## src/verilog/wdg_regs.svh

```systemverilog
// register map, field positions, reset values and timing counts of the windowed watchdog
// assumes a 4-bit byte address and 16-bit data on the register port
`ifndef WDG_REGS_SVH
`define WDG_REGS_SVH

`define WDG_ADDR_REFRESH    4'h0
`define WDG_ADDR_CONTROL    4'h2
`define WDG_ADDR_STATUS     4'h4
`define WDG_ADDR_ACTION     4'h6
`define WDG_ADDR_STOP       4'h8

`define WDG_CTL_TOPS_LSB    0
`define WDG_CTL_CKS_LSB     4
`define WDG_CTL_RPES_LSB    8
`define WDG_CTL_RPSS_LSB    12
`define WDG_ACT_RSTSEL_BIT  7
`define WDG_STOP_BIT        7
`define WDG_STAT_UNDERFLOW_FLAG_BIT   14
`define WDG_STAT_REFRESH_ERROR_FLAG_BIT  15

`define WDG_BOOT_TOPS_LSB   0
`define WDG_BOOT_CKS_LSB    4
`define WDG_BOOT_RPES_LSB   8
`define WDG_BOOT_RPSS_LSB   12
`define WDG_BOOT_RSTSEL_BIT 14
`define WDG_BOOT_STOP_BIT   15

`define WDG_CONTROL_RESET   16'h33F3
`define WDG_ACTION_RESET    1'h1
`define WDG_STOP_RESET      1'h0

`define WDG_KEY_ARM         8'h00
`define WDG_KEY_FIRE        8'hFF

`define WDG_RELOAD_1K       14'h03FF
`define WDG_RELOAD_4K       14'h0FFF
`define WDG_RELOAD_8K       14'h1FFF
`define WDG_RELOAD_16K      14'h3FFF

`define WDG_RESET_PULSE_TICKS 1

`endif

```

## src/verilog/wdg_pkg.sv

```systemverilog
// types shared by the windowed watchdog
// no assumptions beyond the register header
package wdg_pkg;

  typedef struct packed {
    logic [3:0] cks;
    logic [1:0] tops;
    logic [1:0] rpss;
    logic [1:0] rpes;
    logic       rst_sel;
    logic       stop;
  } wdg_cfg_t;

  typedef enum logic [1:0] {
    ST_WAIT_BOOT,
    ST_IDLE,
    ST_COUNT,
    ST_RESET
  } wdg_state_t;

endpackage

```

## src/verilog/wdg_windowed_watchdog.sv

```systemverilog
// windowed down-counting watchdog with boot-word or register start
// assumes clk 40 MHz, watchdog_clock slower and synchronous to clk, strobes one cycle
//
// Behaviour
// - start mode bit picks registers or boot word
// - auto mode counts from boot reload after reset
// - first refresh loads control reload, starts counting
// - in-window refresh reloads, counting continues
// - underflow or window error: reset or nmi
// - config registers writable once before first refresh
// - write protect cleared by block reset or, in register mode, own reset
// - refresh is 00h then FFh write
// - non-00h, non-FFh write after 00h disarms the sequence
// - repeated 00h stays armed; prior junk harmless
// - reads and other accesses keep arming
// - only FFh write timing checked against window
// - refresh applied at the next count cycle
// - status shows 14-bit counter value
// - sticky cause flags survive watchdog reset
// - write 0 clears flag, 1 ignored
// - new event replaces earlier recorded cause
// - flag clear visible within bounded delay
// - period 1k/4k/8k/16k, divider 1..256
// - window start/end quarters; end>start ignored
// - reset one count cycle; restart per mode
// - count stop in low power when enabled
`timescale 1ns/1ps
`include "wdg_regs.svh"

module wdg_windowed_watchdog #(
  parameter int COUNT_WIDTH    = 14,
  parameter int PRESCALE_WIDTH = 8
) (
  input  wire logic        clk,
  input  wire logic        reset_n,
  input  wire logic        watchdog_clock,
  input  wire logic        low_power_entry,
  input  wire logic        start_mode_select,
  input  wire logic [15:0] boot_option_word,
  input  wire logic [3:0]  bus_addr,
  input  wire logic [15:0] bus_wdata,
  input  wire logic        bus_write,
  input  wire logic        bus_read,
  output logic      [15:0] bus_rdata,
  output logic             watchdog_reset_out,
  output logic             watchdog_nmi_request
);

  // refuse parameters the logic cannot serve
  if (COUNT_WIDTH != 14 || PRESCALE_WIDTH < 8)
  begin
    $error("watchdog needs a 14-bit counter and an 8-bit prescaler");
  end

  // control reset word, sliced per field below
  localparam logic [15:0] CONTROL_RESET = `WDG_CONTROL_RESET;

  // reset release through two flops
  logic rst_q1;
  logic rst_n;

  always_ff @(posedge clk or negedge reset_n)
  begin
    if (!reset_n)
    begin
      rst_q1 <= 1'b0;
      rst_n  <= 1'b0;
    end
    else
    begin
      rst_q1 <= 1'b1;
      rst_n  <= rst_q1;
    end
  end

  // divider selection to prescaler mask
  function automatic logic [7:0] div_mask(input logic [3:0] cks);
    case (cks)
      4'h0:    div_mask = 8'h00;
      4'h2:    div_mask = 8'h0F;
      4'h3:    div_mask = 8'h1F;
      4'h4:    div_mask = 8'h3F;
      4'hF:    div_mask = 8'h7F;
      4'h5:    div_mask = 8'hFF;
      default: div_mask = 8'h00;
    endcase
  endfunction

  // time-out period to reload value
  function automatic logic [13:0] reload_of(input logic [1:0] tops);
    case (tops)
      2'h0:    reload_of = `WDG_RELOAD_1K;
      2'h1:    reload_of = `WDG_RELOAD_4K;
      2'h2:    reload_of = `WDG_RELOAD_8K;
      default: reload_of = `WDG_RELOAD_16K;
    endcase
  endfunction

  // counter value at n quarters of the period
  function automatic logic [13:0] quarter_val(input logic [1:0] tops, input logic [2:0] n);
    logic [13:0] q;
    logic [16:0] p;
    q = 14'((reload_of(tops) >> 2) + 14'h0001);
    p = 17'(17'(q) * 17'(n));
    quarter_val = 14'(p - 17'h00001);
  endfunction

  // boot word capture after reset release
  logic               boot_taken;
  logic               reg_mode;
  wdg_pkg::wdg_cfg_t  boot_cfg;

  always_ff @(posedge clk or negedge rst_n)
  begin
    if (!rst_n)
    begin
      boot_taken <= 1'b0;
      reg_mode   <= 1'b0;
      boot_cfg   <= '0;
    end
    else if (!boot_taken)
    begin
      boot_taken       <= 1'b1;
      reg_mode         <= start_mode_select;
      boot_cfg.tops    <= boot_option_word[`WDG_BOOT_TOPS_LSB +: 2];
      boot_cfg.cks     <= boot_option_word[`WDG_BOOT_CKS_LSB +: 4];
      boot_cfg.rpes    <= boot_option_word[`WDG_BOOT_RPES_LSB +: 2];
      boot_cfg.rpss    <= boot_option_word[`WDG_BOOT_RPSS_LSB +: 2];
      boot_cfg.rst_sel <= boot_option_word[`WDG_BOOT_RSTSEL_BIT];
      boot_cfg.stop    <= boot_option_word[`WDG_BOOT_STOP_BIT];
    end
  end

  // register side configuration
  wdg_pkg::wdg_cfg_t  reg_cfg;
  wdg_pkg::wdg_cfg_t  act;
  logic               protect;
  logic               cfg_write;
  logic               ref_write;
  logic               ref_fire;
  logic               armed;
  wdg_pkg::wdg_state_t state;

  assign act = reg_mode ? reg_cfg : boot_cfg;

  assign ref_write = bus_write && bus_addr == `WDG_ADDR_REFRESH;
  assign cfg_write = bus_write && !protect && (bus_addr == `WDG_ADDR_CONTROL ||
                     bus_addr == `WDG_ADDR_ACTION || bus_addr == `WDG_ADDR_STOP);

  always_ff @(posedge clk or negedge rst_n)
  begin
    if (!rst_n)
    begin
      reg_cfg.tops    <= CONTROL_RESET[`WDG_CTL_TOPS_LSB +: 2];
      reg_cfg.cks     <= CONTROL_RESET[`WDG_CTL_CKS_LSB +: 4];
      reg_cfg.rpes    <= CONTROL_RESET[`WDG_CTL_RPES_LSB +: 2];
      reg_cfg.rpss    <= CONTROL_RESET[`WDG_CTL_RPSS_LSB +: 2];
      reg_cfg.rst_sel <= `WDG_ACTION_RESET;
      reg_cfg.stop    <= `WDG_STOP_RESET;
    end
    else if (cfg_write)
    begin
      case (bus_addr)
        `WDG_ADDR_CONTROL:
        begin
          reg_cfg.tops <= bus_wdata[`WDG_CTL_TOPS_LSB +: 2];
          reg_cfg.cks  <= bus_wdata[`WDG_CTL_CKS_LSB +: 4];
          reg_cfg.rpes <= bus_wdata[`WDG_CTL_RPES_LSB +: 2];
          reg_cfg.rpss <= bus_wdata[`WDG_CTL_RPSS_LSB +: 2];
        end
        `WDG_ADDR_ACTION:
          reg_cfg.rst_sel <= bus_wdata[`WDG_ACT_RSTSEL_BIT];
        default:
          reg_cfg.stop <= bus_wdata[`WDG_STOP_BIT];
      endcase
    end
  end

  // write protection
  always_ff @(posedge clk or negedge rst_n)
  begin
    if (!rst_n)
      protect <= 1'b0;
    else if (state == wdg_pkg::ST_RESET && reg_mode)
      protect <= 1'b0;
    // any config write or refresh locks
    else if (cfg_write || ref_fire)
      protect <= 1'b1;
  end

  // refresh key sequence
  always_ff @(posedge clk or negedge rst_n)
  begin
    if (!rst_n)
      armed <= 1'b0;
    // only refresh writes touch the arm
    else if (ref_write)
    begin
      armed <= bus_wdata[7:0] == `WDG_KEY_ARM;
    end
  end

  assign ref_fire = ref_write && armed && bus_wdata[7:0] == `WDG_KEY_FIRE;

  // count tick from watchdog clock
  logic                      wclk_q;
  logic                      wclk_q2;
  logic [PRESCALE_WIDTH-1:0] prescale;
  logic                      wclk_edge;
  logic                      tick;

  always_ff @(posedge clk or negedge rst_n)
  begin
    if (!rst_n)
    begin
      wclk_q  <= 1'b0;
      wclk_q2 <= 1'b0;
    end
    else
    begin
      wclk_q  <= watchdog_clock;
      wclk_q2 <= wclk_q;
    end
  end

  assign wclk_edge = wclk_q && !wclk_q2;

  always_ff @(posedge clk or negedge rst_n)
  begin
    if (!rst_n)
      prescale <= '0;
    else if (wclk_edge)
      prescale <= prescale + 1'b1;
  end

  // one count cycle per divided watchdog clock
  assign tick = wclk_edge && ((prescale[7:0] & div_mask(act.cks)) == div_mask(act.cks));

  // window decode
  logic [13:0] cnt;
  logic [2:0]  start_n;
  logic [2:0]  end_n;
  logic [13:0] start_val;
  logic [13:0] end_val;
  logic        in_window;
  logic        halted;
  logic        pend_refresh;
  logic        err_event;
  logic        uf_event;

  assign start_n   = 3'(act.rpss) + 3'h1;
  assign end_n     = 3'h3 - 3'(act.rpes);
  assign start_val = quarter_val(act.tops, start_n);
  assign end_val   = quarter_val(act.tops, end_n);

  // end ignored when zero or above start
  assign in_window = cnt <= start_val &&
                     (end_n == 3'h0 || end_n > start_n || cnt >= end_val);

  assign halted = act.stop && low_power_entry;

  // checked only at the FFh write
  assign err_event = ref_fire && state == wdg_pkg::ST_COUNT && !in_window;
  assign uf_event  = tick && state == wdg_pkg::ST_COUNT && !err_event &&
                     !pend_refresh && !halted && cnt == 14'h0000;

  // refresh waits for next count tick
  always_ff @(posedge clk or negedge rst_n)
  begin
    if (!rst_n)
      pend_refresh <= 1'b0;
    else if (err_event || uf_event || state == wdg_pkg::ST_RESET)
      pend_refresh <= 1'b0;
    else if (ref_fire)
      pend_refresh <= 1'b1;
    else if (tick)
      pend_refresh <= 1'b0;
  end

  // counter and mode sequence
  always_ff @(posedge clk or negedge rst_n)
  begin
    if (!rst_n)
    begin
      state <= wdg_pkg::ST_WAIT_BOOT;
      cnt   <= '0;
    end
    else
    begin
      case (state)
        wdg_pkg::ST_WAIT_BOOT:
        begin
          if (boot_taken)
          begin
            if (reg_mode)
              state <= wdg_pkg::ST_IDLE;
            else
            begin
              state <= wdg_pkg::ST_COUNT;
              cnt   <= reload_of(act.tops);
            end
          end
        end
        wdg_pkg::ST_IDLE:
        begin
          if (tick && pend_refresh)
          begin
            state <= wdg_pkg::ST_COUNT;
            cnt   <= reload_of(act.tops);
          end
        end
        wdg_pkg::ST_COUNT:
        begin
          if (err_event || uf_event)
          begin
            if (act.rst_sel)
            begin
              state <= wdg_pkg::ST_RESET;
              if (reg_mode)
                cnt <= '0;
            end
            else
              cnt <= reload_of(act.tops);
          end
          else if (tick && pend_refresh)
            cnt <= reload_of(act.tops);
          else if (tick && !halted)
            cnt <= cnt - 14'h0001;
        end
        wdg_pkg::ST_RESET:
        begin
          // one count cycle, then restart or hold
          if (tick)
          begin
            if (reg_mode)
            begin
              state <= wdg_pkg::ST_IDLE;
              cnt   <= '0;
            end
            else
            begin
              state <= wdg_pkg::ST_COUNT;
              cnt   <= reload_of(act.tops);
            end
          end
        end
        default:
          state <= wdg_pkg::ST_WAIT_BOOT;
      endcase
    end
  end

  assign watchdog_reset_out = state == wdg_pkg::ST_RESET;

  // nmi pulse
  always_ff @(posedge clk or negedge rst_n)
  begin
    if (!rst_n)
      watchdog_nmi_request <= 1'b0;
    else
      watchdog_nmi_request <= (err_event || uf_event) && !act.rst_sel;
  end

  // cause flags
  logic underflow_flag;
  logic refresh_error_flag;
  logic stat_write;

  assign stat_write = bus_write && bus_addr == `WDG_ADDR_STATUS;

  // block reset, a zero write or the other cause clears them; watchdog reset does not
  always_ff @(posedge clk or negedge rst_n)
  begin
    if (!rst_n)
    begin
      underflow_flag  <= 1'b0;
      refresh_error_flag <= 1'b0;
    end
    // new cause replaces old; set beats clear
    else if (err_event)
    begin
      refresh_error_flag <= 1'b1;
      underflow_flag  <= 1'b0;
    end
    else if (uf_event)
    begin
      underflow_flag  <= 1'b1;
      refresh_error_flag <= 1'b0;
    end
    // zero clears on the next edge
    else if (stat_write)
    begin
      underflow_flag  <= underflow_flag && bus_wdata[`WDG_STAT_UNDERFLOW_FLAG_BIT];
      refresh_error_flag <= refresh_error_flag && bus_wdata[`WDG_STAT_REFRESH_ERROR_FLAG_BIT];
    end
  end

  // read data one cycle after the strobe
  logic [15:0] read_mux;

  always_comb
  begin
    read_mux = 16'h0000;
    case (bus_addr)
      `WDG_ADDR_CONTROL:
      begin
        read_mux[`WDG_CTL_TOPS_LSB +: 2] = reg_cfg.tops;
        read_mux[`WDG_CTL_CKS_LSB +: 4]  = reg_cfg.cks;
        read_mux[`WDG_CTL_RPES_LSB +: 2] = reg_cfg.rpes;
        read_mux[`WDG_CTL_RPSS_LSB +: 2] = reg_cfg.rpss;
      end
      `WDG_ADDR_STATUS:
      begin
        read_mux[13:0]                = cnt;
        read_mux[`WDG_STAT_UNDERFLOW_FLAG_BIT]  = underflow_flag;
        read_mux[`WDG_STAT_REFRESH_ERROR_FLAG_BIT] = refresh_error_flag;
      end
      `WDG_ADDR_ACTION:
        read_mux[`WDG_ACT_RSTSEL_BIT] = reg_cfg.rst_sel;
      `WDG_ADDR_STOP:
        read_mux[`WDG_STOP_BIT] = reg_cfg.stop;
      default:
        read_mux = 16'h0000;
    endcase
  end

  always_ff @(posedge clk or negedge rst_n)
  begin
    if (!rst_n)
      bus_rdata <= 16'h0000;
    else if (bus_read)
      bus_rdata <= read_mux;
    else
      bus_rdata <= 16'h0000;
  end

endmodule

```

## config.mk

```make
export PLATFORM = sky130hd
export DESIGN_NAME = wdg_windowed_watchdog
export DESIGN_NICKNAME = d
export VERILOG_FILES = /design/src/verilog/wdg_pkg.sv /design/src/verilog/wdg_windowed_watchdog.sv
export VERILOG_INCLUDE_DIRS = /design/src /design/src/verilog
export SDC_FILE = /design/constraint.sdc
export NUM_CORES = 1
export LEC_CHECK = 0
export BUFFER_PORTS_ARGS = -buffer_cell sky130_fd_sc_hd__buf_2
export CAP_MARGIN = 20
export CELL_PAD_IN_SITES_DETAIL_PLACEMENT = 1
export CELL_PAD_IN_SITES_GLOBAL_PLACEMENT = 2
export CORE_UTILIZATION = 41
export DETAILED_ROUTE_END_ITERATION = 8
export PLACE_DENSITY_LB_ADDON = 0.1
export SLEW_MARGIN = 20
export SYNTH_ARGS = -nofsm -noshare
export SYNTH_HDL_FRONTEND = slang
export SYNTH_SLANG_ARGS = --single-unit
```

## constraint.sdc

```tcl
create_clock -name clk -period 3.4 [get_ports clk]
set_clock_uncertainty 0.05 [all_clocks]
set_input_delay 0.34 -clock clk [delete_from_list [all_inputs] [get_ports clk]]
set_output_delay 0.34 -clock clk [all_outputs]
set_load 0.05 [all_outputs]
```

* Word-level counts from Yosys, hierarchy flattened
Cells that the tools add are included.
Storage, ports and cells: flip-flop bits (word level) 76, input port bits 43, logic and storage cells 159
Operators by class: add/subtract/negate cells 7, $mul 2, $lt $le $gt $ge 3, eq/ne operators 24, muxes and demuxes 41, bitwise gates (word level) 2, reductions and logical operators 52
Operators by type and width (count):
- $mux W14 | 10
- $pmux W14 S4 | 1
- $pmux W14 S3 | 1
- $sub A14 B1 Y14 const B | 3
- $pmux W8 S5 | 1
- $mul A13 B3 Y14 | 2
- $logic_and A1 B1 Y1 | 23
- $mux W2 | 9
- $eq A4 B3 Y1 const B | 4
- $mux W16 | 1
- $ge A14 B14 Y1 | 1
- $le A14 B14 Y1 | 1
- $logic_not A14 Y1 | 1
- $add A12 B1 Y13 const B | 1
- $eq A4 B2 Y1 const B | 3
- $mux W12 | 1
- $pmux W2 S2 | 3
- $mux W1 | 11
- $add A8 B1 Y8 const B | 1
- $and A8 B8 Y8 | 1
- $eq A4 B4 Y1 const B | 2
- $eq A8 B8 Y1 | 1
- $eq A8 B8 Y1 const B | 1
- $logic_not A8 Y1 | 1
- 24 further kinds | 47

* Logic depth before layout (Yosys ltp)
Gate-level depths: netlist (run 1).
word-level depth 19, mapped depth 25, mapped depth without buffers 21

* Worst setup path before layout (run 1)
Ideal clock, no wire load.
kind register -> register, start point register reg_mode, end point register cnt[8], arrival time 5.242 ns, data required time 3.229 ns, path slack -2.014 ns, cell stages (with the launch flop) 26, buffers on the path 4, clock period less this slack 5.414 ns, cells stage by stage dfrtp_1 buf_6 buf_6 clkbuf_1 mux2i_1 inv_1 ha_1 inv_1 nor3_1 fa_1 inv_1 ha_1 a21o_1 a21oi_1 xnor2_1 xnor2_1 ha_1 nand3_1 nor4_1 a21oi_1 a41o_1 a22oi_2 nor2_2 buf_2 o221a_2 o22a_1
On the way: longest elaborated chain between the ends 19, elaborated cells on any way between the ends 53, classes of those cells 5 x add/sub; 2 x mul; 3 x order compare; 13 x eq/ne; 9 x mux; 1 x bitwise; 20 x reduce/logical
RTL lines:
- from (decl) | RTL line wdg_windowed_watchdog.sv:110 | logic reg_mode;
- from (signal assigned) | RTL line wdg_windowed_watchdog.sv:124 | reg_mode <= start_mode_select;
- $mux W12 | RTL line wdg_windowed_watchdog.sv:144 | assign act = reg_mode ? reg_cfg : boot_cfg;
- $eq A2 B2 Y1 (tied with other cells) | RTL line wdg_windowed_watchdog.sv:91 | case (tops)
- $pmux W14 S3 | RTL line wdg_windowed_watchdog.sv:91
- $add A12 B1 Y13 | RTL line wdg_windowed_watchdog.sv:103 | q = 14'((reload_of(tops) >> 2) + 14'h0001);
- $mul A13 B3 Y14 | RTL line wdg_windowed_watchdog.sv:104 | p = 17'(17'(q) * 17'(n));
- $sub A14 B1 Y14 | RTL line wdg_windowed_watchdog.sv:105 | quarter_val = 14'(p - 17'h00001);
- $ge A14 B14 Y1 | RTL line wdg_windowed_watchdog.sv:258 | (end_n == 3'h0 || end_n > start_n || cnt >= end_val);
- $logic_or A1 B1 Y1 | RTL line wdg_windowed_watchdog.sv:258
- $logic_and A1 B1 Y1 | RTL line wdg_windowed_watchdog.sv:257 | assign in_window = cnt <= start_val &&
- $logic_not A1 Y1 | RTL line wdg_windowed_watchdog.sv:263 | assign err_event = ref_fire && state == wdg_pkg::ST_COUNT && !in_window;
- $logic_and A1 B1 Y1 | RTL line wdg_windowed_watchdog.sv:263
- $logic_not A1 Y1 | RTL line wdg_windowed_watchdog.sv:264 | assign uf_event = tick && state == wdg_pkg::ST_COUNT && !err_event &&
- $logic_and A1 B1 Y1 (2 in series) | RTL line wdg_windowed_watchdog.sv:264
- $logic_and A1 B1 Y1 (2 in series) | RTL line wdg_windowed_watchdog.sv:265 | !pend_refresh && !halted && cnt == 14'h0000;
- $logic_or A1 B1 Y1 | RTL line wdg_windowed_watchdog.sv:314 | if (err_event || uf_event)
- $ne A4 B1 Y1 (no line) (tied with other cells)
- $reduce_and A6 Y1 (no line) or $pmux W14 S4 (tied branches)
- to (signal assigned) | RTL line wdg_windowed_watchdog.sv:323 | cnt <= reload_of(act.tops);
- to (signal assigned) | RTL line wdg_windowed_watchdog.sv:326 | cnt <= reload_of(act.tops);
- to (signal assigned) | RTL line wdg_windowed_watchdog.sv:328 | cnt <= cnt - 14'h0001;
- to (decl) | RTL line wdg_windowed_watchdog.sv:240 | logic [13:0] cnt;
Parallel ways exist; a longest one is shown, timed or not. The select of a mux whose other input is x is not followed. A chain may end at the register's enable or synchronous reset.

* Final worst setup path (run 1)
start point register reg_mode, end point register cnt[3]
The elaborated chain is that of the path after synthesis.

==> results of run 1 <==
[kinds of logic after synthesis]
family          count (synthesis)
buf+inv                        35
mux                            43
simple gates                  140
fa+ha+maj                      37
xor+xnor                       18
other cells                     1
flops                          76
compound gates                107
[worst min-delay path by stage]
stage,from,to
final,watchdog_clock,wclk_q
after global routing,watchdog_clock,wclk_q
after CTS,watchdog_clock,wclk_q
after detailed placement,reset_n,rst_q1
after global placement,reset_n,rst_q1
after floorplan,reset_n,rst_n
[layout make-up]
type / count / area, um^2
clock buffer: 10 / 239.0
clock inverter: 6 / 93.84
fill: 1298 / 5186
inverter: 20 / 77.57
multi-input combinational: 347 / 2954
sequential: 76 / 1921
tap: 143 / 178.9
timing repair buffer: 119 / 768.2
[through the flow]
stage	power [mW]	utilization [%]	TNS, ns	hold slack, ns
after floorplan	2.811	-	-22.84	-0.005591
after global placement	3.440	50.37	-23.44	0.07398
after detailed placement	3.513	50.37	-26.16	0.07914
after CTS	4.734	54.28	-22.59	0.02698
after global routing	5.030	54.58	-26.88	0.02890
final	4.718	54.58	-22.48	0.04104
[synth_stat cells, types with 3 or more instances]
master,number
o22a_1,8
a31oi_1,18
dfrtp_1,65
nor3_1,7
nor4_1,4
fa_1,3
nor2b_1,7
mux2_2,32
dfstp_2,11
inv_1,20
nand2b_1,5
buf_6,3
buf_2,3
o21ai_0,10
o211ai_1,8
xnor2_1,13
and3_1,8
nand3_1,12
a21o_1,6
nand4_1,4
nand2_1,32
xor2_1,5
and2_1,11
o221a_2,8
o2111ai_1,3
nor4b_1,3
ha_1,34
and4_1,4
a21oi_1,16
a22o_1,9
o2bb2ai_1,3
clkbuf_1,8
nor3b_1,7
nor2_1,24
mux2i_1,6
[placed cells by master, fill, tap and decap left out, types with 9 or more instances in the layout]
master / instances
dfrtp_1: 63
buf_4: 62
buf_2: 54
nand2_1: 31
mux2_2: 31
ha_1: 31
nor2_1: 19
inv_1: 17
a31oi_1: 17
a21oi_1: 14
xnor2_1: 13
nand3_1: 11
dfstp_2: 11
and2_1: 10
a22o_1: 9
clkbuf_16: 9
[routing by layer]
metal  vias up  share of wire, %
li1       1940                 -
met1      2024                44
met2        59                50
met3        27               3.0
met4         0               2.5
met5         -                 0
[flip-flops by register name, summed over array words and instances (netlist names), 2 cells and up]
register   count
prescale       8
bus_rdata     16
state          2
boot_cfg      12
cnt           14
reg_cfg       12
[what timing repair did]
item                       in CTS  in global routing
cloned                          0                  0
hold endpoints to repair        2                  0
hold buffers                    1                  0
setup endpoints to repair      20                 20
pin swaps                       4                  1
gates resized for setup        20                  6
setup buffers                   4                  1
[power groups by stage]
stage	logic (mW)	registers, mW	clock network, mW
detailed placement	2.09	1.42	0
global route	2.46	1.45	1.12
CTS	2.22	1.41	1.10
global placement	2.03	1.41	0
floorplan	1.50	1.31	0
finish	2.23	1.42	1.07
[worst max-delay path, cell delays in order (launching register included)]
cell,delay (ns)
dfrtp_2,0.47
mux2i_4,0.28
inv_2,0.08
ha_4,0.29
nand2_1,0.06
ha_1,0.27
inv_1,0.05
fa_1,0.51
ha_4,0.21
buf_4,0.13
xor2_1,0.16
ha_1,0.32
a21o_1,0.17
a21oi_1,0.17
a21oi_2,0.09
a41o_1,0.28
a22oi_2,0.28
nor2_4,0.12
buf_6,0.15
o221a_2,0.26
o22a_1,0.16
==> metrics, run 1 <==
Routed Antenna Nets 0; CP endpoint cnt[3]; Vias between 4000 and 5000; Area after DPL between 5000 and 6000 um^2; largest net degree at the start of global routing 75; prevailing post-synth register cell dfrtp_1; class of the worst hold path input port to register; Vias/cell 5.617; largest family of logic cells by synthesized area compound AO/OA/AOI/OAI gates; clk buf depth 2; Worst Setup SP reg_mode; depth of the CTS H-tree 3; failing checks negative setup slack; DR iter-0 viols 115; Sw Share 38.75%; Port-buffer cells 54; Die Ht 110.2 um; Max Cap Viol 0; setup slack at placement -1.476 ns; initial antenna violation count 0; fmax about 210 MHz; first-pass GRT wire length approximately 22000 um; I/O Pins 61; wire length per cell around 19 um; CTS tree done; Mapped Area 4802 um^2; Synth Register Bits 76; status complete, but fails checks; top cell type's share of synthesized area around a third; share of cells above drive strength 1 39.97%; M1 GR Usage 31.12%; Final GP Congestion about 0.83; Logic pwr share ~47%; Clock Latency Late Sink about 0.35 ns; R2R cell count 20; met2 Use GR between 40 and 50%; Worst Path Arrival 4.86 ns; clock root buffer clkbuf_16; Post-Synth XOR/XNOR Area 3.283%; Post-Layout Cell Count 721; final period utilization 137.5%; Seq/Total Area, Yosys between 30% and 40%; Syn. warnings 0; n_diodes 0; worst reg2reg setup slack -1.27 ns; # DRC 0; Critical Path End Type register; Post-Synth Adder-Cell Area 10.11%; CP Class register to register; Rel. slew slack 35.16%; Syn-to-layout area delta 29.78%; placed insts 699; Die W 110.2 um; NetSw 1.828 mW; Reg clk slew, reported paths 0.06 ns; Internal Power between 2 and 3 mW; Tot GR Track Use 24.82%; syn_area_per_cell 10.51 um^2; hpwl dp just over 10000 um; grt total ovfl 0; post-synthesis simple-gate area fraction 15.84%; setup ws final -1.275 ns; Critical Path Start Type register; leakage 2.841 nW; total wire length approximately 14000 um; Final Hold Violating Endpoints 0; final instance area 6232 um^2; # rows 39; Reg2Reg Launch Point reg_mode; Min-Delay Path Depth 1; Worst Tran Pin Value 0.9726 ns; CP Data Required Time between 3 and 4 ns; vias in the first global route approximately 4300; synth top area cells dfrtp_1, ha_1, mux2_2; part of the power in registers 30.0%; CTS Buf Count 9; core area 11420 um^2; clock share of power a little under a quarter; pwr/cell area ~760 nW/um^2; EDFF count, synth 0; Synth area leader dfrtp_1; Post-synth ARST share 100.0%; first-pass iteration count of the detailed router 4; setup violators final 20; Starting Density 42.06%; min cycle time layout 4.675 ns; clock sinks 76; met3 GRT Util 4.115%; post-synthesis cell count 457; Nets 653; Slew Limit Fails 0; post-synthesis compound-gate area fraction 17.14%; most crowded layer after global routing met2; VDD IR max 0.3568 mV; synth unique cells 65; R2R Path End cnt[3]; Max Fanout on Critical Path 8; post-synthesis mux area share 10.29%; DIE AREA approximately 12000 um^2; RSZ-0062 raised after global routing yes
No activity file was read; power rests on OpenSTA's default activity.
==> run 2, diff against run 1 <==
--- a/config.mk
+++ b/config.mk
@@ -10,10 +10,11 @@
 export CAP_MARGIN = 20
 export CELL_PAD_IN_SITES_DETAIL_PLACEMENT = 1
 export CELL_PAD_IN_SITES_GLOBAL_PLACEMENT = 2
-export CORE_UTILIZATION = 41
+export CORE_UTILIZATION = 38
 export DETAILED_ROUTE_END_ITERATION = 8
 export PLACE_DENSITY_LB_ADDON = 0.1
 export SLEW_MARGIN = 20
 export SYNTH_ARGS = -nofsm -noshare
 export SYNTH_HDL_FRONTEND = slang
 export SYNTH_SLANG_ARGS = --single-unit
+export TNS_END_PERCENT = 5
==> constraint.sdc (replaced) <==
create_clock -name clk -period 5.1 [get_ports clk]
set_clock_uncertainty 0.05 [all_clocks]
set_input_delay 0.51 -clock clk [delete_from_list [all_inputs] [get_ports clk]]
set_output_delay 0.51 -clock clk [all_outputs]
set_load 0.05 [all_outputs]
==> metrics, run 2 (same netlist as run 1, synthesis figures left out) <==
status finished clean; depth of the CTS H-tree 3 (unchanged); CP Class register to register; Top reg by flops bus_rdata; setup slack at placement -0.06858 ns (+1.408 ns); Reg clk slew, reported paths 0.06 ns (about the same); highest-delay cell along the critical path fa_1; Die W 114.4 um (+3.8%); Nets 613 (-6.1%); Final Hold Violating Endpoints 0 (unchanged); Tot GR Track Use 21.92% (-2.9 points); setup ws final 0.2669 ns (+1.542 ns); Hold Crit Start watchdog_clock; Min-Delay Endpoint wclk_q; leakage 2.588 nW (-8.9%); final instance area 5802 um^2 (-6.9%); Min-Delay Path Depth 1 (unchanged); CTS Buf Count 9 (unchanged); Worst Path Arrival 5.01 ns (+0.15 ns); Reg2Reg Launch Point reg_mode; clk buf depth 2 (unchanged); core area 12160 um^2 (+6.5%); Max Cap Viol 0 (unchanged); RSZ-0062 raised after global routing no; setup violators final 0 (-100%); DR iter-0 viols 136 (+18%); vias in the first global route 4177 (-3.7%); share of cells above drive strength 1 31.78% (-8.2 points); commonest non-fill, non-tap cell in the layout dfrtp_1; Register Area 1921 um^2 (unchanged); number of flip-flops in the largest register 16 (unchanged); final core occ 47.71% (-6.9 points); # DRC 0 (unchanged); CTS tree done; Worst Setup SP reg_mode; first-pass GRT wire length 21700 um (-2.5%); Syn-to-layout area delta 20.82%; largest net degree at the start of global routing 75 (unchanged); clock sinks 76 (unchanged); Rel. slew slack 34.97% (-0.18 points); Starting Density 39.49% (-2.6 points); pwr/cell area 488.2 nW/um^2 (-36%); # rows 40 (+2.6%); Critical Path End Type register; Critical Path Start Type register; placed insts 688 (-1.6%); Worst Tran Pin Value 0.9754 ns (+0.002762 ns); total wire length 12950 um (-6.9%); wire length per cell 18.34 um (-4.9%); Die Ht 114.4 um (+3.8%); DIE AREA 13090 um^2 (+7.7%); Vias/cell 5.441 (-3.1%); Post-Layout Cell Count 706 (-2.1%); Final GP Congestion 0.8143 (-1.8%); VDD IR max 0.2578 mV (-28%); Slew Limit Fails 0 (unchanged); initial antenna violation count 0 (unchanged); Max Fanout on Critical Path 10 (+2); hpwl dp 9719 um (-6.3%); area of the multi-input gates 2815 um^2 (-4.7%); min cycle time layout 4.833 ns (+0.1582 ns); Clock Latency Late Sink 0.35 ns (about the same); Vias 3841 (-5.2%); Largest regs bus_rdata: 16 flops, cnt: 14 flops; first-pass iteration count of the detailed router 4 (unchanged); Routed Antenna Nets 0 (unchanged); I/O Pins 61 (unchanged); FILL cells 1352 (+4.2%); R2R cell count 21 (+5.0%); n_diodes 0 (unchanged); Area after DPL 5404 um^2 (-6.0%); Crit path largest cell delay 0.54 ns (+0.03 ns); most frequent cells in the layout dfrtp_1, buf_2, ha_1; grt total ovfl 0 (unchanged); class of the worst hold path input port to register; R2R Path End cnt[1]; clock root buffer clkbuf_16; Port-buffer cells 54 (unchanged); CP Data Required Time 5.28 ns (+1.70 ns); fmax 206.9 MHz (-3.3%); final period utilization 94.77% (-43 points); worst path cell trace mux2_2 > ha_4 > inv_2 > nor3_4 > fa_1 > inv_1 > ha_1 > a21o_1 > a21oi_2 > xnor2_1 > xnor2_1 > ha_1 > nand3_1 > a21o_1 > a21oi_2 > a41o_1 > a22oi_2 > o21ai_2 > buf_4 > o21ai_0 > mux2_1; worst reg2reg setup slack 0.27 ns (+1.54 ns)
## run 2: changes by cell type in the layout (fill, tap and decap cells not counted), moves of 3 or more
cell and delta:
buf_4 -41, o221a_2 +6, o221a_4 -6, o21ai_0 +4
clkbuf_1 +3, mux2_4 -3, o21ai_1 -3
## run 2: repair_timing
action | CTS | global route
pin swaps | 1 | 2
endpoints found under the setup margin | 14 | 16
resized for setup | 4 | 15
setup buffers | 1 | 0
hold buffers | 1 | 0
endpoints found under the hold margin | 2 | 0
## run 2: area by class of cell
class                   instances  share of cell area (%)
flip-flops and latches         76                   33.10
well taps                     168                   3.623
repair buffers                 79                   8.346
inverters                      20                   1.294
clock buffers                  13                   4.313
multi-input cells             347                   48.52
clock inverters                 3                  0.7979
## run 2: how the worst max path moves through the flow
stage          endpoint  slack, ns  cells after the start
6_report         cnt[1]       0.27                     21
3_5_place_dp     cnt[9]      -0.07                     22
3_3_place_gp     cnt[2]      -0.03                     22
4_1_cts          cnt[7]       0.01                     21
5_1_grt          cnt[9]      0.007                     22
2_1_floorplan    cnt[8]       0.03                     25
## run 2: per-layer routing
layer / vias up / wire length (um) / global-route usage (%)
met5: - / 0 / 0
met2: 58 / 6407 / 37.90
met3: 14 / 449 / 4.076
met1: 1910 / 5896 / 27.44
met4: 0 / 194 / 7.446
li1: 1859 / - / -
## run 2: worst max-delay path: cells and delay by family (launching register included)
family | cells | cell delay, ns
compound gates | 8 | 1.40
fa+ha+maj | 4 | 1.39
mux | 2 | 0.69
simple gates | 2 | 0.17
xor+xnor | 2 | 0.25
flops | 1 | 0.41
buf+inv | 3 | 0.36
## run 2: stage by stage
step / power (mW) / setup TNS, ns / hold WS (ns)
after floorplan: 1.773 / 0 / 0.1644
after global placement: 2.105 / -0.1671 / 0.2448
after detailed placement: 2.150 / -0.5807 / 0.2479
after CTS: 2.824 / 0 / 0.2116
after global routing: 3.060 / 0 / 0.2131
final: 2.832 / 0 / 0.2211
## run 2: power breakdown
group          internal [mW]  total [mW]  switching, mW
clock network          0.394       0.644          0.250
logic                  0.588        1.26          0.667
registers              0.733       0.933          0.201
total                   1.71        2.83           1.12
==> run 3, diff against run 2 <==
--- a/config.mk
+++ b/config.mk
@@ -6,11 +6,12 @@
 export SDC_FILE = /design/constraint.sdc
 export NUM_CORES = 1
 export LEC_CHECK = 0
+export ABC_AREA = 1
 export BUFFER_PORTS_ARGS = -buffer_cell sky130_fd_sc_hd__buf_2
 export CAP_MARGIN = 20
 export CELL_PAD_IN_SITES_DETAIL_PLACEMENT = 1
 export CELL_PAD_IN_SITES_GLOBAL_PLACEMENT = 2
-export CORE_UTILIZATION = 38
+export CORE_UTILIZATION = 31
 export DETAILED_ROUTE_END_ITERATION = 8
 export PLACE_DENSITY_LB_ADDON = 0.1
 export SLEW_MARGIN = 20
==> constraint.sdc (replaced) <==
create_clock -name clk -period 4.1 [get_ports clk]
set_clock_uncertainty 0.05 [all_clocks]
set_input_delay 0.41 -clock clk [delete_from_list [all_inputs] [get_ports clk]]
set_output_delay 0.41 -clock clk [all_outputs]
set_load 0.05 [all_outputs]
==> metrics, run 3 <==
post-synthesis cell count 676 (+48%); class of the worst hold path input port to register; syn_area_per_cell 7.420 um^2 (-29%); clock root buffer clkbuf_16; Synth area leader dfrtp_1; Largest regs bus_rdata: 16 flops, cnt: 14 flops; grt total ovfl 0 (unchanged); Die Ht 129.2 um (+13%); largest family of logic cells by synthesized area simple AND/OR/NAND/NOR gates; hpwl dp 12480 um (+28%); Critical Path End Type register; Critical Path Stages 30 (+43%); synth top area cells dfrtp_1, nand2_1, ha_1; Reg clk slew, reported paths 0.07 ns (about the same); Rel. slew slack 37.11% (+2.1 points); DR iter-0 viols 149 (+9.6%); Nets 869 (+42%); Register Area 1919 um^2 (about the same); Port-buffer cells 54 (unchanged); WP buf/inv 4 (+1); top cell type's share of synthesized area 32.43% (-1.4 points); most numerous cell in the Yosys netlist nand2_1; R2R Path End cnt[2]; Slew Limit Fails 0 (unchanged); worst reg2reg setup slack -0.40 ns (-0.66 ns); Synth Register Bits 76 (unchanged); Max Cap Viol 0 (unchanged); failing checks negative setup slack; Reg2Reg Launch Point reg_mode; synth unique cells 43 (-34%); pwr/cell area 595.1 nW/um^2 (+22%); CP Class register to register; Top reg by flops bus_rdata; I/O Pins 61 (unchanged); initial antenna violation count 0 (unchanged); R2R cell count 30 (+43%); Crit path largest cell delay 0.52 ns (-0.02 ns); clk buf depth 2 (unchanged); total wire length 15950 um (+23%); Die W 129.2 um (+13%); commonest non-fill, non-tap cell in the layout nand2_1; Hold WS 0.1045 ns (-0.1166 ns); Clock Latency Late Sink 0.36 ns (about the same); min cycle time layout 4.497 ns (-0.3361 ns); CP Data Required Time 4.30 ns (-0.98 ns); Final GP Congestion 0.8571 (+5.3%); CTS Buf Count 9 (unchanged); leakage 3.447 nW (+33%); Routed Antenna Nets 0 (unchanged); final period utilization 109.7% (+15 points); setup slack at placement -0.6235 ns (-0.5549 ns); first-pass GRT wire length 26200 um (+21%); Tot GR Track Use 20.96% (-0.95 points); first-pass iteration count of the detailed router 4 (unchanged); DIE AREA 16690 um^2 (+28%); Post-Synth XOR/XNOR Area 3.318% (+0.035 points); CP endpoint cnt[2]; critical path's most frequent cell nand2_1; family with the most delay on the worst path adder cells; area of the multi-input gates 2816 um^2 (about the same); Post-Synth Adder-Cell Area 9.678% (-0.43 points); Syn-to-layout area delta 28.34%; core area 15830 um^2 (+30%); setup ws final -0.3970 ns (-0.6639 ns); setup violators final 20 (+20); Starting Density 31.69% (-7.8 points); highest-delay cell along the critical path fa_1; n_diodes 0 (unchanged); post-synthesis simple-gate area fraction 32.35% (+17 points); # rows 46 (+15%); Worst Tran Pin Value 0.9399 ns (-0.03554 ns); prevailing post-synth register cell dfrtp_1; share of cells above drive strength 1 25.19% (-6.6 points); post-synthesis mux area share 0.2245% (-10 points); clock sinks 76 (unchanged); Final Hold Violating Endpoints 0 (unchanged); Worst Setup SP reg_mode; Max Fanout on Critical Path 10 (unchanged); Worst Path Arrival 4.70 ns (-0.31 ns); largest net degree at the start of global routing 75 (unchanged); EDFF count, synth 0 (unchanged); CTS tree done; vias in the first global route 5010 (+20%); most common library cells after synthesis nand2_1, inv_1, nor2_1, dfrtp_1, ha_1; VDD IR max 0.2260 mV (-12%); RSZ-0062 raised after global routing yes; Post-synth ARST share 100.0% (unchanged); status complete, but fails checks; post-synthesis compound-gate area fraction 7.633% (-9.5 points); fmax 222.4 MHz (+7.5%); Seq/Total Area, Yosys 38.19% (-1.7 points); Critical Path Start Type register; Syn. warnings 0 (unchanged); Vias/cell 4.640 (-15%); depth of the CTS H-tree 3 (unchanged); wire length per cell 15.79 um (-14%); Vias 4686 (+22%); FILL cells 1988 (+47%); # DRC 0 (unchanged); Mapped Area 5016 um^2 (+4.5%); number of flip-flops in the largest register 16 (unchanged); most frequent cells in the layout nand2_1, inv_1, dfrtp_1
[run 3: final cells by class]
type	instances	share of cell area [%]
clock buffers	9	3.499
well taps	216	4.198
clock inverters	7	1.186
multi-input cells	497	43.75
flip-flops and latches	76	29.82
repair buffers	111	11.91
inverters	94	5.637
[run 3: worst min-delay path by stage]
stage,from,cells after the start,endpoint
after floorplan,reset_n,0,rst_n
after global placement,reset_n,1,rst_q1
after detailed placement,reset_n,1,rst_q1
after CTS,watchdog_clock,1,wclk_q
after global routing,watchdog_clock,1,wclk_q
final,watchdog_clock,1,wclk_q
[run 3: metal layers]
metal / global-route usage (%) / share of wire, %
met5: 0 / 0
met1: 28.15 / 48
met3: 3.509 / 2.9
met4: 6.090 / 1.2
met2: 34.60 / 47
[run 3: per-stage QoR]
| stage | area, um^2 | power (mW) | cells | util, % | setup TNS (ns) |
|---|---|---|---|---|---|
| after floorplan | 5066 | 2.317 | 677 | - | -1.660 |
| final | 6437 | 3.831 | 1010 | 40.67 | -5.903 |
| after global placement | 5967 | 2.890 | 989 | 37.70 | -8.183 |
| after CTS | 6406 | 3.895 | 1009 | 40.47 | -6.237 |
| after global routing | 6437 | 4.183 | 1010 | 40.67 | -12.32 |
| after detailed placement | 5967 | 2.968 | 989 | 37.70 | -9.838 |
[run 3: kinds of logic after synthesis]
family          after synthesis
buf+inv                     104
xor+xnor                     19
fa+ha+maj                    37
compound gates               67
flops                        76
other cells                   1
mux                           1
simple gates                371
[run 3: power breakdown]
group	switching (mW)	internal, mW
clock network	0.379	0.434
logic	1.12	0.762
registers	0.211	0.928
[run 3: worst register-to-register path, delay by kind of cell (launching register included)]
family / cells / cell delay [ns]
fa+ha+maj: 5 / 1.58
simple gates: 14 / 1.20
compound gates: 5 / 0.48
flops: 1 / 0.40
buf+inv: 4 / 0.39
xor+xnor: 2 / 0.28
[run 3: timing repair]
item / 4_1_cts / 5_1_grt
pin swaps: 4 / 3
endpoints found under the setup margin: 20 / 20
hold endpoints to repair: 2 / 0
buffers inserted: 3 / 0
hold buffers: 1 / 0
gates resized for setup: 25 / 4
